--- config.mk ---
export PLATFORM = sky130hd
export DESIGN_NAME = pfm_port_mux
export DESIGN_NICKNAME = d
export VERILOG_FILES = /design/src/hw/pfm_pkg.sv /design/src/hw/pfm_irq_port.sv /design/src/hw/pfm_port_mux.sv
export VERILOG_INCLUDE_DIRS = /design/src /design/src/hw
export SDC_FILE = /design/constraint.sdc
export NUM_CORES = 1
export LEC_CHECK = 0
export ABC_CLOCK_PERIOD_IN_PS = 2200
export BUFFER_PORTS_ARGS = -buffer_cell sky130_fd_sc_hd__buf_2
export CAP_MARGIN = 10
export CORE_MARGIN = 2
export CORE_UTILIZATION = 56
export DETAILED_ROUTE_END_ITERATION = 6
export GPL_TIMING_DRIVEN = 0
export PLACE_DENSITY = 0.91
export RECOVER_POWER = 50
export SLEW_MARGIN = 5
export SYNTH_ARGS = -nofsm -noshare
export SYNTH_HDL_FRONTEND = slang
export SYNTH_SLANG_ARGS = --single-unit
--- constraint.sdc ---
create_clock -name clk -period 2.2 [get_ports clk]
set_input_delay 0.44 -clock clk [delete_from_list [all_inputs] [get_ports clk]]
set_output_delay 0.44 -clock clk [all_outputs]
set_load 0.01 [all_outputs]
--- src/hw/pfm_defines.svh ---
/*
  Offsets, reset values and fixed bit masks of the port function mux.
  Assumes a 32-bit APB slave with one aligned word per register.
*/
`ifndef PFM_DEFINES_SVH
`define PFM_DEFINES_SVH

// Register offsets, port 1
`define PFM_P1_IN      8'h00
`define PFM_P1_OUT     8'h04
`define PFM_P1_DIR     8'h08
`define PFM_P1_SEL     8'h0C
`define PFM_P1_IFG     8'h10
`define PFM_P1_IES     8'h14
`define PFM_P1_IE      8'h18
`define PFM_P1_IFGSET  8'h1C
// Register offsets, port 2
`define PFM_P2_IN      8'h20
`define PFM_P2_OUT     8'h24
`define PFM_P2_DIR     8'h28
`define PFM_P2_SEL     8'h2C
`define PFM_P2_IFG     8'h30
`define PFM_P2_IES     8'h34
`define PFM_P2_IE      8'h38
`define PFM_P2_IFGSET  8'h3C
// Register offsets, port 3
`define PFM_P3_IN      8'h40
`define PFM_P3_OUT     8'h44
`define PFM_P3_DIR     8'h48
`define PFM_P3_SEL     8'h4C

// Reset value of every control byte
`define PFM_RST_BYTE   8'h00
// Port 2 bits that have a pin
`define PFM_P2_PIN_MASK 8'h3F
// Bit positions used by the mux
`define PFM_BIT_SHCLK  3
`define PFM_BIT_TX     4
`define PFM_BIT_RX     5
// Edges after reset before edge detection: two sync stages and prev
`define PFM_PRIME_DEPTH 3

`endif

--- src/hw/pfm_pkg.sv ---
/*
  Types of the port function mux: pad bundles and module signal bundles.
  Assumes the defines header for all numeric constants.
*/
package pfm_pkg;

  // Drive of one 8-bit port towards its pads
  typedef struct packed {
    logic [7:0] o;
    logic [7:0] oe;
  } pfm_pad_s;

  // Per-port control bytes set by software
  typedef struct packed {
    logic [7:0] sel;
    logic [7:0] dir;
    logic [7:0] out;
  } pfm_ctl_s;

  // Compare levels coming from the general timer
  typedef struct packed {
    logic cmp0;
    logic cmp1;
    logic cmp2;
  } pfm_tmr_cmp_s;

  // Inputs routed to the general timer
  typedef struct packed {
    logic ext_clk;
    logic alt_clk;
    logic cap0_a;
    logic cap1_a;
    logic cap2_a;
    logic cap0_b;
  } pfm_tmr_in_s;

  // Signals coming from the serial unit
  typedef struct packed {
    logic tx;
    logic shclk_out;
    logic sync_mode;
    logic master;
  } pfm_ser_out_s;

  // Signals routed to the serial unit
  typedef struct packed {
    logic rx;
    logic shclk_in;
    logic ste;
  } pfm_ser_in_s;

endpackage : pfm_pkg

--- src/hw/pfm_irq_port.sv ---
/*
  Edge-triggered interrupt flags for one 8-bit port.
  Assumes sample is already synchronised to clk; software clear and set
  strobes come from the bus slave in the same clock domain.
*/
`include "pfm_defines.svh"
module pfm_irq_port
  import pfm_pkg::*;
(
  input  wire logic       clk,
  input  wire logic       rst_n,
  input  wire logic [7:0] sample,
  input  wire logic [7:0] edge_select,
  input  wire logic [7:0] wr_clear,
  input  wire logic [7:0] wr_set,
  output logic      [7:0] pin_irq_flag
);

  logic [7:0] prev;
  logic [`PFM_PRIME_DEPTH-1:0] primed;
  logic [7:0] pin_edge;

  // Previous sample; detection waits until sync stages and prev hold the
  // real pin level, so a pin resting high gives no false edge after reset
  always_ff @(posedge clk)
  begin
    if (!rst_n)
    begin
      prev   <= `PFM_RST_BYTE;
      primed <= '0;
    end
    else
    begin
      prev   <= sample;
      primed <= {primed[`PFM_PRIME_DEPTH-2:0], 1'b1};
    end
  end

  // Rising edge when select clear, falling when set
  always_comb
  begin
    pin_edge = {8{primed[`PFM_PRIME_DEPTH-1]}} &
               ((edge_select & prev & ~sample) |
                (~edge_select & ~prev & sample));
  end

  // Sticky flags; a new edge or set wins over a clear
  always_ff @(posedge clk)
  begin
    if (!rst_n)
      pin_irq_flag <= `PFM_RST_BYTE;
    else
      pin_irq_flag <= (pin_irq_flag & ~wr_clear) | wr_set | pin_edge;
  end

endmodule : pfm_irq_port

--- src/hw/pfm_port_mux.sv ---
/*
  Three 8-bit digital ports with per-pin function select, an APB register
  file and pin interrupts on ports 1 and 2.
  Assumes pad inputs are asynchronous, timer, clock, comparator and serial
  signals are on clk, and the pad cell resolves o/oe into the pin level.
*/
`include "pfm_defines.svh"
// What this block does
// P1.0 input feeds timer external clock
// P1.1-3 drive compares, feed captures A
// P1.4 drives sub main clock
// P1.5-7 drive compare levels zero..two
// P2.0 drives auxiliary clock
// P2.1 output low, input to alt clock
// P2.2 drives comparator, input capture 0B
// P2.3-4 drive compare levels one, two
// P2.5 output low, interrupts still present
// P2.6-7 flags change by software only
// P3.4 drives serial transmit, forced output
// P3.5 feeds serial receive, forced input
// Asynchronous serial mode: shift clock input
// Slave mode: partner supplies shift clock
// Master mode: device drives shift clock
// Select clear: latch and direction drive pin
// Chosen edge sets flag; enable requests
module pfm_port_mux
  import pfm_pkg::*;
#(
  parameter int ADDR_W = 8
)
(
  input  wire logic              clk,
  input  wire logic              rst_n,
  // APB slave
  input  wire logic              psel,
  input  wire logic              penable,
  input  wire logic              pwrite,
  input  wire logic [ADDR_W-1:0] paddr,
  input  wire logic [31:0]       pwdata,
  output logic      [31:0]       prdata,
  output logic                   pready,
  output logic                   pslverr,
  output logic                   irq,
  // Pads
  input  wire logic [7:0]        p1_pin_i,
  input  wire logic [7:0]        p2_pin_i,
  input  wire logic [7:0]        p3_pin_i,
  output pfm_pad_s               p1_pad,
  output pfm_pad_s               p2_pad,
  output pfm_pad_s               p3_pad,
  // On-chip modules
  input  wire logic              sub_main_clock,
  input  wire logic              auxiliary_clock,
  input  wire logic              comparator_result,
  input  pfm_tmr_cmp_s           tmr_cmp,
  input  pfm_ser_out_s           ser_out,
  output pfm_tmr_in_s            tmr_in,
  output pfm_ser_in_s            ser_in
);

  pfm_ctl_s   p1_ctl;
  pfm_ctl_s   p2_ctl;
  pfm_ctl_s   p3_ctl;
  logic [7:0] p1_ie;
  logic [7:0] p1_ies;
  logic [7:0] p2_ie;
  logic [7:0] p2_ies;
  logic [7:0] p1_flag;
  logic [7:0] p2_flag;
  logic [7:0] pin_meta [3];
  logic [7:0] input_sample [3];
  logic [7:0] p2_sample;
  logic       wr_en;
  logic [7:0] wbyte;
  logic [31:0] next_rdata;
  logic       next_err;
  logic [7:0] p1_mod_out;
  logic [7:0] p2_mod_out;
  logic [7:0] p3_mod_out;
  logic [7:0] p3_mod_dir;
  logic       shclk_drive;

  // Address match of an APB access
  function automatic logic hit(input logic [ADDR_W-1:0] a,
                               input logic [7:0]        off);
    hit = (a == ADDR_W'(off));
  endfunction : hit

  // Pad drive: latch path when select clear, module path when set
  function automatic pfm_pad_s pad_drive(input pfm_ctl_s   c,
                                         input logic [7:0] mod_out,
                                         input logic [7:0] mod_dir);
    pad_drive.o  = (c.sel & mod_out) | (~c.sel & c.out);
    pad_drive.oe = (c.sel & mod_dir) | (~c.sel & c.dir);
  endfunction : pad_drive

  // Two-stage synchroniser for every pad input
  always_ff @(posedge clk)
  begin
    if (!rst_n)
    begin
      pin_meta     <= '{default: `PFM_RST_BYTE};
      input_sample <= '{default: `PFM_RST_BYTE};
    end
    else
    begin
      pin_meta[0]     <= p1_pin_i;
      pin_meta[1]     <= p2_pin_i;
      pin_meta[2]     <= p3_pin_i;
      input_sample[0] <= pin_meta[0];
      input_sample[1] <= pin_meta[1];
      input_sample[2] <= pin_meta[2];
    end
  end

  // Port 2 bits 6 and 7 have no pad and never see an edge
  assign p2_sample = input_sample[1] & `PFM_P2_PIN_MASK;

  // Write strobe at the completing access edge
  assign wr_en = psel & penable & pready & pwrite;
  assign wbyte = pwdata[7:0];

  // Control bytes of port 1
  always_ff @(posedge clk)
  begin
    if (!rst_n)
    begin
      p1_ctl <= {3{`PFM_RST_BYTE}};
      p1_ie  <= `PFM_RST_BYTE;
      p1_ies <= `PFM_RST_BYTE;
    end
    else if (wr_en)
    begin
      if (hit(paddr, `PFM_P1_OUT)) p1_ctl.out <= wbyte;
      if (hit(paddr, `PFM_P1_DIR)) p1_ctl.dir <= wbyte;
      if (hit(paddr, `PFM_P1_SEL)) p1_ctl.sel <= wbyte;
      if (hit(paddr, `PFM_P1_IE))  p1_ie      <= wbyte;
      if (hit(paddr, `PFM_P1_IES)) p1_ies     <= wbyte;
    end
  end

  // Control bytes of port 2, edge select kept for all bits
  always_ff @(posedge clk)
  begin
    if (!rst_n)
    begin
      p2_ctl <= {3{`PFM_RST_BYTE}};
      p2_ie  <= `PFM_RST_BYTE;
      p2_ies <= `PFM_RST_BYTE;
    end
    else if (wr_en)
    begin
      if (hit(paddr, `PFM_P2_OUT)) p2_ctl.out <= wbyte;
      if (hit(paddr, `PFM_P2_DIR)) p2_ctl.dir <= wbyte;
      if (hit(paddr, `PFM_P2_SEL)) p2_ctl.sel <= wbyte;
      if (hit(paddr, `PFM_P2_IE))  p2_ie      <= wbyte;
      if (hit(paddr, `PFM_P2_IES)) p2_ies     <= wbyte;
    end
  end

  // Control bytes of port 3
  always_ff @(posedge clk)
  begin
    if (!rst_n)
      p3_ctl <= {3{`PFM_RST_BYTE}};
    else if (wr_en)
    begin
      if (hit(paddr, `PFM_P3_OUT)) p3_ctl.out <= wbyte;
      if (hit(paddr, `PFM_P3_DIR)) p3_ctl.dir <= wbyte;
      if (hit(paddr, `PFM_P3_SEL)) p3_ctl.sel <= wbyte;
    end
  end

  // Interrupt flags of port 1; P1.4 keeps its full set
  pfm_irq_port u_p1_irq (
    .clk          (clk),
    .rst_n        (rst_n),
    .sample       (input_sample[0]),
    .edge_select  (p1_ies),
    .wr_clear     ({8{wr_en & hit(paddr, `PFM_P1_IFG)}} & wbyte),
    .wr_set       ({8{wr_en & hit(paddr, `PFM_P1_IFGSET)}} & wbyte),
    .pin_irq_flag (p1_flag)
  );

  // Interrupt flags of port 2; upper bits are software sources
  pfm_irq_port u_p2_irq (
    .clk          (clk),
    .rst_n        (rst_n),
    .sample       (p2_sample),
    .edge_select  (p2_ies),
    .wr_clear     ({8{wr_en & hit(paddr, `PFM_P2_IFG)}} & wbyte),
    .wr_set       ({8{wr_en & hit(paddr, `PFM_P2_IFGSET)}} & wbyte),
    .pin_irq_flag (p2_flag)
  );

  // Read mux and unmapped-address detection
  always_comb
  begin
    next_rdata = 32'h0000_0000;
    next_err   = 1'b0;
    unique case (paddr[7:0])
      `PFM_P1_IN:     next_rdata[7:0] = input_sample[0];
      `PFM_P1_OUT:    next_rdata[7:0] = p1_ctl.out;
      `PFM_P1_DIR:    next_rdata[7:0] = p1_ctl.dir;
      `PFM_P1_SEL:    next_rdata[7:0] = p1_ctl.sel;
      `PFM_P1_IFG:    next_rdata[7:0] = p1_flag;
      `PFM_P1_IES:    next_rdata[7:0] = p1_ies;
      `PFM_P1_IE:     next_rdata[7:0] = p1_ie;
      `PFM_P1_IFGSET: next_rdata[7:0] = p1_flag;
      `PFM_P2_IN:     next_rdata[7:0] = p2_sample;
      `PFM_P2_OUT:    next_rdata[7:0] = p2_ctl.out;
      `PFM_P2_DIR:    next_rdata[7:0] = p2_ctl.dir;
      `PFM_P2_SEL:    next_rdata[7:0] = p2_ctl.sel;
      `PFM_P2_IFG:    next_rdata[7:0] = p2_flag;
      `PFM_P2_IES:    next_rdata[7:0] = p2_ies;
      `PFM_P2_IE:     next_rdata[7:0] = p2_ie;
      `PFM_P2_IFGSET: next_rdata[7:0] = p2_flag;
      `PFM_P3_IN:     next_rdata[7:0] = input_sample[2];
      `PFM_P3_OUT:    next_rdata[7:0] = p3_ctl.out;
      `PFM_P3_DIR:    next_rdata[7:0] = p3_ctl.dir;
      `PFM_P3_SEL:    next_rdata[7:0] = p3_ctl.sel;
      default:        next_err        = 1'b1;
    endcase
    if (paddr[ADDR_W-1:0] != ADDR_W'(paddr[7:0]))
    begin
      next_rdata = 32'h0000_0000;
      next_err   = 1'b1;
    end
  end

  // APB answer: one wait state, then ready; reset takes the idle branch
  always_ff @(posedge clk)
  begin
    if (rst_n && psel && penable && !pready)
    begin
      pready  <= 1'b1;
      prdata  <= pwrite ? 32'h0000_0000 : next_rdata;
      pslverr <= next_err;
    end
    else
    begin
      pready  <= 1'b0;
      prdata  <= 32'h0000_0000;
      pslverr <= 1'b0;
    end
  end

  // Level interrupt while any enabled flag is set
  always_ff @(posedge clk)
  begin
    if (!rst_n)
      irq <= 1'b0;
    else
      irq <= |(p1_flag & p1_ie) | |(p2_flag & p2_ie);
  end

  // Module output sources of port 1
  always_comb
  begin
    p1_mod_out    = `PFM_RST_BYTE;
    p1_mod_out[1] = tmr_cmp.cmp0;
    p1_mod_out[2] = tmr_cmp.cmp1;
    p1_mod_out[3] = tmr_cmp.cmp2;
    p1_mod_out[4] = sub_main_clock;
    p1_mod_out[5] = tmr_cmp.cmp0;
    p1_mod_out[6] = tmr_cmp.cmp1;
    p1_mod_out[7] = tmr_cmp.cmp2;
  end

  // Module output sources of port 2
  always_comb
  begin
    p2_mod_out    = `PFM_RST_BYTE;
    p2_mod_out[0] = auxiliary_clock;
    p2_mod_out[2] = comparator_result;
    p2_mod_out[3] = tmr_cmp.cmp1;
    p2_mod_out[4] = tmr_cmp.cmp2;
  end

  // Shift clock driven only in synchronous master mode
  assign shclk_drive = ser_out.sync_mode & ser_out.master;

  // Module output sources and forced directions of port 3
  always_comb
  begin
    p3_mod_out                 = `PFM_RST_BYTE;
    p3_mod_dir                 = `PFM_RST_BYTE;
    p3_mod_out[`PFM_BIT_TX]    = ser_out.tx;
    p3_mod_dir[`PFM_BIT_TX]    = 1'b1;
    p3_mod_out[`PFM_BIT_SHCLK] = ser_out.shclk_out;
    p3_mod_dir[`PFM_BIT_SHCLK] = shclk_drive;
  end

  // Registered pad drive; ports 1 and 2 take direction from the latch
  always_ff @(posedge clk)
  begin
    if (!rst_n)
      {p1_pad, p2_pad, p3_pad} <= '0;
    else
    begin
      p1_pad <= pad_drive(p1_ctl, p1_mod_out, p1_ctl.dir);
      p2_pad <= pad_drive(p2_ctl, p2_mod_out, p2_ctl.dir);
      p3_pad <= pad_drive(p3_ctl, p3_mod_out, p3_mod_dir);
    end
  end

  // Inputs to the timer, gated by function select
  always_ff @(posedge clk)
  begin
    if (!rst_n)
      tmr_in <= '0;
    else
    begin
      tmr_in.ext_clk <= p1_ctl.sel[0] & input_sample[0][0];
      tmr_in.cap0_a  <= p1_ctl.sel[1] & input_sample[0][1];
      tmr_in.cap1_a  <= p1_ctl.sel[2] & input_sample[0][2];
      tmr_in.cap2_a  <= p1_ctl.sel[3] & input_sample[0][3];
      tmr_in.alt_clk <= p2_ctl.sel[1] & p2_sample[1];
      tmr_in.cap0_b  <= p2_ctl.sel[2] & p2_sample[2];
    end
  end

  // Inputs to the serial unit; receive idles high when deselected
  always_ff @(posedge clk)
  begin
    if (!rst_n)
      ser_in <= '0;
    else
    begin
      ser_in.rx       <= ~p3_ctl.sel[`PFM_BIT_RX] |
                         input_sample[2][`PFM_BIT_RX];
      ser_in.shclk_in <= p3_ctl.sel[`PFM_BIT_SHCLK] &
                         input_sample[2][`PFM_BIT_SHCLK];
      ser_in.ste      <= p3_ctl.sel[0] & input_sample[2][0];
    end
  end

endmodule : pfm_port_mux

# After elaboration in Yosys (flattened, before gate mapping)
# Index checks and enable logic that the tools add are counted.
# totals
output_inout_bits	92
in_bits	79
regBits	278
# op_classes
bitwise_logic	73
n_mux	5
n_eq_ne	19
n_reduce_logical	24
# ops
op	n
AND 8 bit	26
case mux 8 bit (18 select lines)	1
bitwise OR 8 bit	12
NOT 8 bit	10
== test 8 x 6 -> 1 bit, second input constant	8
== test 8 x 5 -> 1 bit, second input constant	4
== test 8 x 7 -> 1 bit, second input constant	4
AND reduction 2 bit	13
AND 8 x 5 -> 8 bit	3
OR reduction 20 bit	1
AND 1 bit	16
== test 8 x 4 -> 1 bit, second input constant	2
OR reduction 8 bit	2
AND 8 x 6 -> 8 bit	1
== test 8 x 3 -> 1 bit, second input constant	1
logical NOT 8 bit	1
NOT 6 -> 8 bit	1
OR reduction 2 bit	3
2-to-1 mux 1 bit	4
logical AND 1 bit	3
NOT 1 bit	2
bitwise OR 1 bit	2
logical NOT 1 bit	1

# Logic depth before layout (Yosys ltp)
# depth
ltp_word	9
mapped_depth	8

# Modules after synthesis
# From an unflattened synthesis, not the netlist that was laid out.
# hier_totals
cells_unflattened	1056
hier_area_um2	10839.1
# modules_own_cells
module	cells_each	instances	area_per_inst_um2	seq_area_each_um2
pfm_port_mux	898	1	9347.7	4324.1
pfm_irq_port	79	2	745.7	380.4

# Worst setup path before layout
# No wires, ideal clock.
# synth_path
kind	input port to flip-flop
start	in paddr[6]
end	reg prdata[7]
path_slack_ps	377
stages	7
path_buffers	2
arrival_ps	1763
path_cell_list	buf_6 > or4b_4 > buf_6 > nor3_4 > a22oi_1 > o21ai_1 > o31a_1
# synth_via
elab_chain_len	3
word_cells_on_any_way	23
cone_classes	19 x eq/ne; 1 x mux; 3 x reduce/logical
# synth_rtl
item	line_no	source
start, declared	pfm_port_mux.sv:38	input wire logic [ADDR_W-1:0] paddr,
== test 8 x 6 -> 1 bit / == test 8 x 5 -> 1 bit (equally long branches)	pfm_port_mux.sv:201	unique case (paddr[7:0])
OR reduction 2 bit (no line)	n/a	
case mux 8 bit (18 select lines) (*)	pfm_port_mux.sv:201	
end signal, assigned	pfm_port_mux.sv:237	prdata <= pwrite ? 32'h0000_0000 : next_rdata;
end, declared	pfm_port_mux.sv:40	output logic [31:0] prdata,
# Every way passes the cells marked *; elsewhere a longest branch is shown, timed or not.
# A chain may end at the register's enable or synchronous reset.

# Worst setup path after layout
# layout_path
start	in paddr[1]
end	reg prdata[3]
# The elaborated chain is that of the path after synthesis.

==> metrics.cfg <==
[outcome]
status = complete, no violations

[synthesis]
synth_compound_area_share_pct = 10.31
syn_area_per_cell_um2 = 10.37
synthFlopType = dfxtp_1
yosysUniqueCellTypes = 64
synthAdderAreaFrac_pct = 0
syn_area_mm2 = 0.01033
yosysSeqAreaShare_pct = 48.27
synth_area_leader_cell = dfxtp_1
netlist.area_leader.share_pct = 48.27
synth-xor-area-share_pct = 0.08482
synth_top_family_by_area = simple AND/OR/NAND/NOR gates
syn_inst = 996
synth_edf_count = 0
synth.area.mux_share_pct = 14.36
synth-simple-area-share_pct = 22.25
synthArstFlopShare_pct = 0
yosysWarnings = 0
ys_top_cells_by_area = dfxtp_1, mux2i_1, nor2b_1, and2_1, a22oi_1
synth-seq-cells = 249

[power_and_ir_drop]
p_int_mw = 7.210
power_leakage_nw = 4.392
irDropWorstVdd_uv = 988.4
power.density_mw_per_mm2 = 777.7
p_total_mw = 9.395
pwr-share-clk_pct = 45.5
p_seq_share_pct = 48.9
p_comb_share_pct = 5.6
net-switching-power_mw = 2.186
p_sw_share_pct = 23.27

[sta]
finalWorstSetupSlack_ns = 0.01017
setup_viol = 0
tightest_slew_ns = 0.8992
max_freq_ghz = 0.4567
skew_ns = 0.01368
whs_ns = 0.1252
rsz0062_at_grt = false
final_hold_viol_count = 0
post-route-period-util_pct = 99.54
relSlewSlack_pct = 39.92
maxSlewViolCount = 0
min_period_ns = 2.190

[die]
io_pins = 171
start_util_pct = 57.29
dieWidth_um = 139.8
rows = 49
die_h_um = 139.8
dieArea_mm2 = 0.01954
fp.coreArea_mm2 = 0.01802

[worst_setup_path]
max_stage_delay_ns = 0.72
timing.critical_path.cells = buf_2 -> nor2_2 -> nand2_1 -> nor4_1 -> a221oi_1 -> a21boi_1
cp-end-kind = flop
setup.worst_path.start = paddr[1]
crit_buf_inv = 1
critPathSlowestCell = nor4_1
timing.rr.start = pready
crit_path_start_kind = input port
cp_max_fo = 9
critPathRequiredTime_ns = 2.65
crit_family = simple AND/OR/NAND/NOR gates
worstSetupPathType = in2reg
critPathArrivalTime_ns = 2.64

[grt]
grt_usage_pct = 35.10
grt_pass1_vias = 7981
grt_max_degree = 16
grt.overflow.total = 0
grt_pass1_wl_um = 50710
antenna_found_initial = 1

[placement]
placed_cells = 1367
pre_cts_ws_ns = -0.6525
routabilityCongestion = 0.9992
port_buffers = 118
dp_hpwl_um = 26360

[route]
drtPass1Iterations = 5
wl_per_cell_um = 24.73
vias_per_cell = 5.798
drcViolationCount = 0
route.vias.total = 8198
ant_nets = 0
finalWirelength_um = 34970
drtIter0Drc = 687

[final_layout]
fin_nets = 1244
area_delta_synth_final_pct = 17.00
fill_cells = 1451
fin_cells = 1414
layout-drive-gt1-share_pct = 16.05
final_cell_mix = dfxtp_1, mux2i_1, nor2b_1
layout_commonest_cell = dfxtp_1
fin_util_pct = 67.03

[clock_network]
cts.sinks = 249
htree_levels = 1
path_clk_slew_ns = 0.07
clockBufferDepth = 3
cts_setup_buffers = 0
cts_buffers = 25
tritoncts = done
clkLatencyLatePin_ns = 0.52
root_buffer = clkbuf_16

[job]
max_cap_viol_count = 0

[worst_hold_path]
hp-class = in2reg
worstHoldStart = p1_pin_i[4]

[state kept, by name (all words and copies together) (netlist names), 16 cells and up]
signal        count
p1_ctl           24
p2_ctl           24
pin_meta         22
p1_pad           16
input_sample     22
p3_ctl           24
p2_pad           16
p3_pad           16
[power by group through the flow]
| stage | combinational [mW] | clock, mW | sequential [mW] |
|---|---|---|---|
| after floorplan | 0.296 | 0 | 4.68 |
| after global placement | 0.502 | 0 | 4.69 |
| after detailed placement | 0.507 | 0 | 4.69 |
| after CTS | 0.510 | 4.31 | 4.59 |
| after global routing | 0.551 | 4.50 | 4.60 |
| final | 0.523 | 4.28 | 4.59 |
[final timing paths]
| kind | end | depth (start not counted) | slack, ns |
|---|---|---|---|
| worst max-delay path | prdata[3] | 6 | 0.01 |
| worst min-delay path | pin_meta[20] | 2 | 0.13 |
| worst max register to register | u_p2_irq.pin_irq_flag[1] | 6 | 0.23 |
| worst min register to register | input_sample[1] | 1 | 0.43 |
[final cells by class]
cell class,instances,area (um2),area share (%)
well taps,229,286.5,2.372
diodes,1,2.502,0.02071
clock inverters,19,198.9,1.647
clock buffers,27,633.1,5.240
plain buffers,80,442.9,3.666
multi-input cells,679,4964,41.08
inverters,11,41.29,0.3418
repair buffers,119,528.0,4.370
flip-flops and latches,249,4985,41.26
[cells in the mapped netlist, types with 9 or more instances]
library cell and count:
and3_1 10, and3b_1 16, buf_2 9, and2_1 77, nand3_1 18, inv_1 11
nor2b_1 120, mux2i_1 129, nand2_1 45, clkbuf_1 39, a22oi_1 42, dfxtp_1 249
a21boi_0 19, buf_4 27, nor2_4 9, o21ai_0 40, nor2_1 25
[layer usage]
layer | wire [um] | track usage, % | vias to the layer above
li1 | - | - | 3753
met1 | 14480 | 44.92 | 3941
met2 | 15790 | 56.43 | 410
met3 | 2895 | 7.983 | 92
met4 | 1789 | 16.58 | 2
met5 | 19 | 0 | -
[cells by family (layout without fill, tap and decap cells)]
family / Yosys count / after routing
AOI/OAI and AO/OA: 155 / 155
xor gates and xnor gates: 1 / 1
buffers and inverters: 91 / 256
DFF: 249 / 249
muxes: 141 / 141
other: 1 / 25
and+or+nand+nor: 358 / 358
[per-stage QoR]
step	area (um2)	setup TNS [ns]
3_3_place_gp	11290	-16.33
3_5_place_dp	11290	-14.71
6_report	12080	0
2_1_floorplan	10410	0
5_1_grt	12080	0
4_1_cts	12130	0
[worst reg2reg max path, stage by stage (launching register included)]
cell	delay, ns
dfxtp_1	0.34
and4_1	0.21
buf_2	0.28
nand2_1	0.24
nor2_2	0.42
a22oi_1	0.15
a21boi_0	0.24
[timing repair]
action,4_1_cts,5_1_grt
cloned,0,0
setup endpoints to repair,8,4
gates resized for setup,1,2
hold buffers,0,0
No activity file was read; power rests on OpenSTA's default activity.
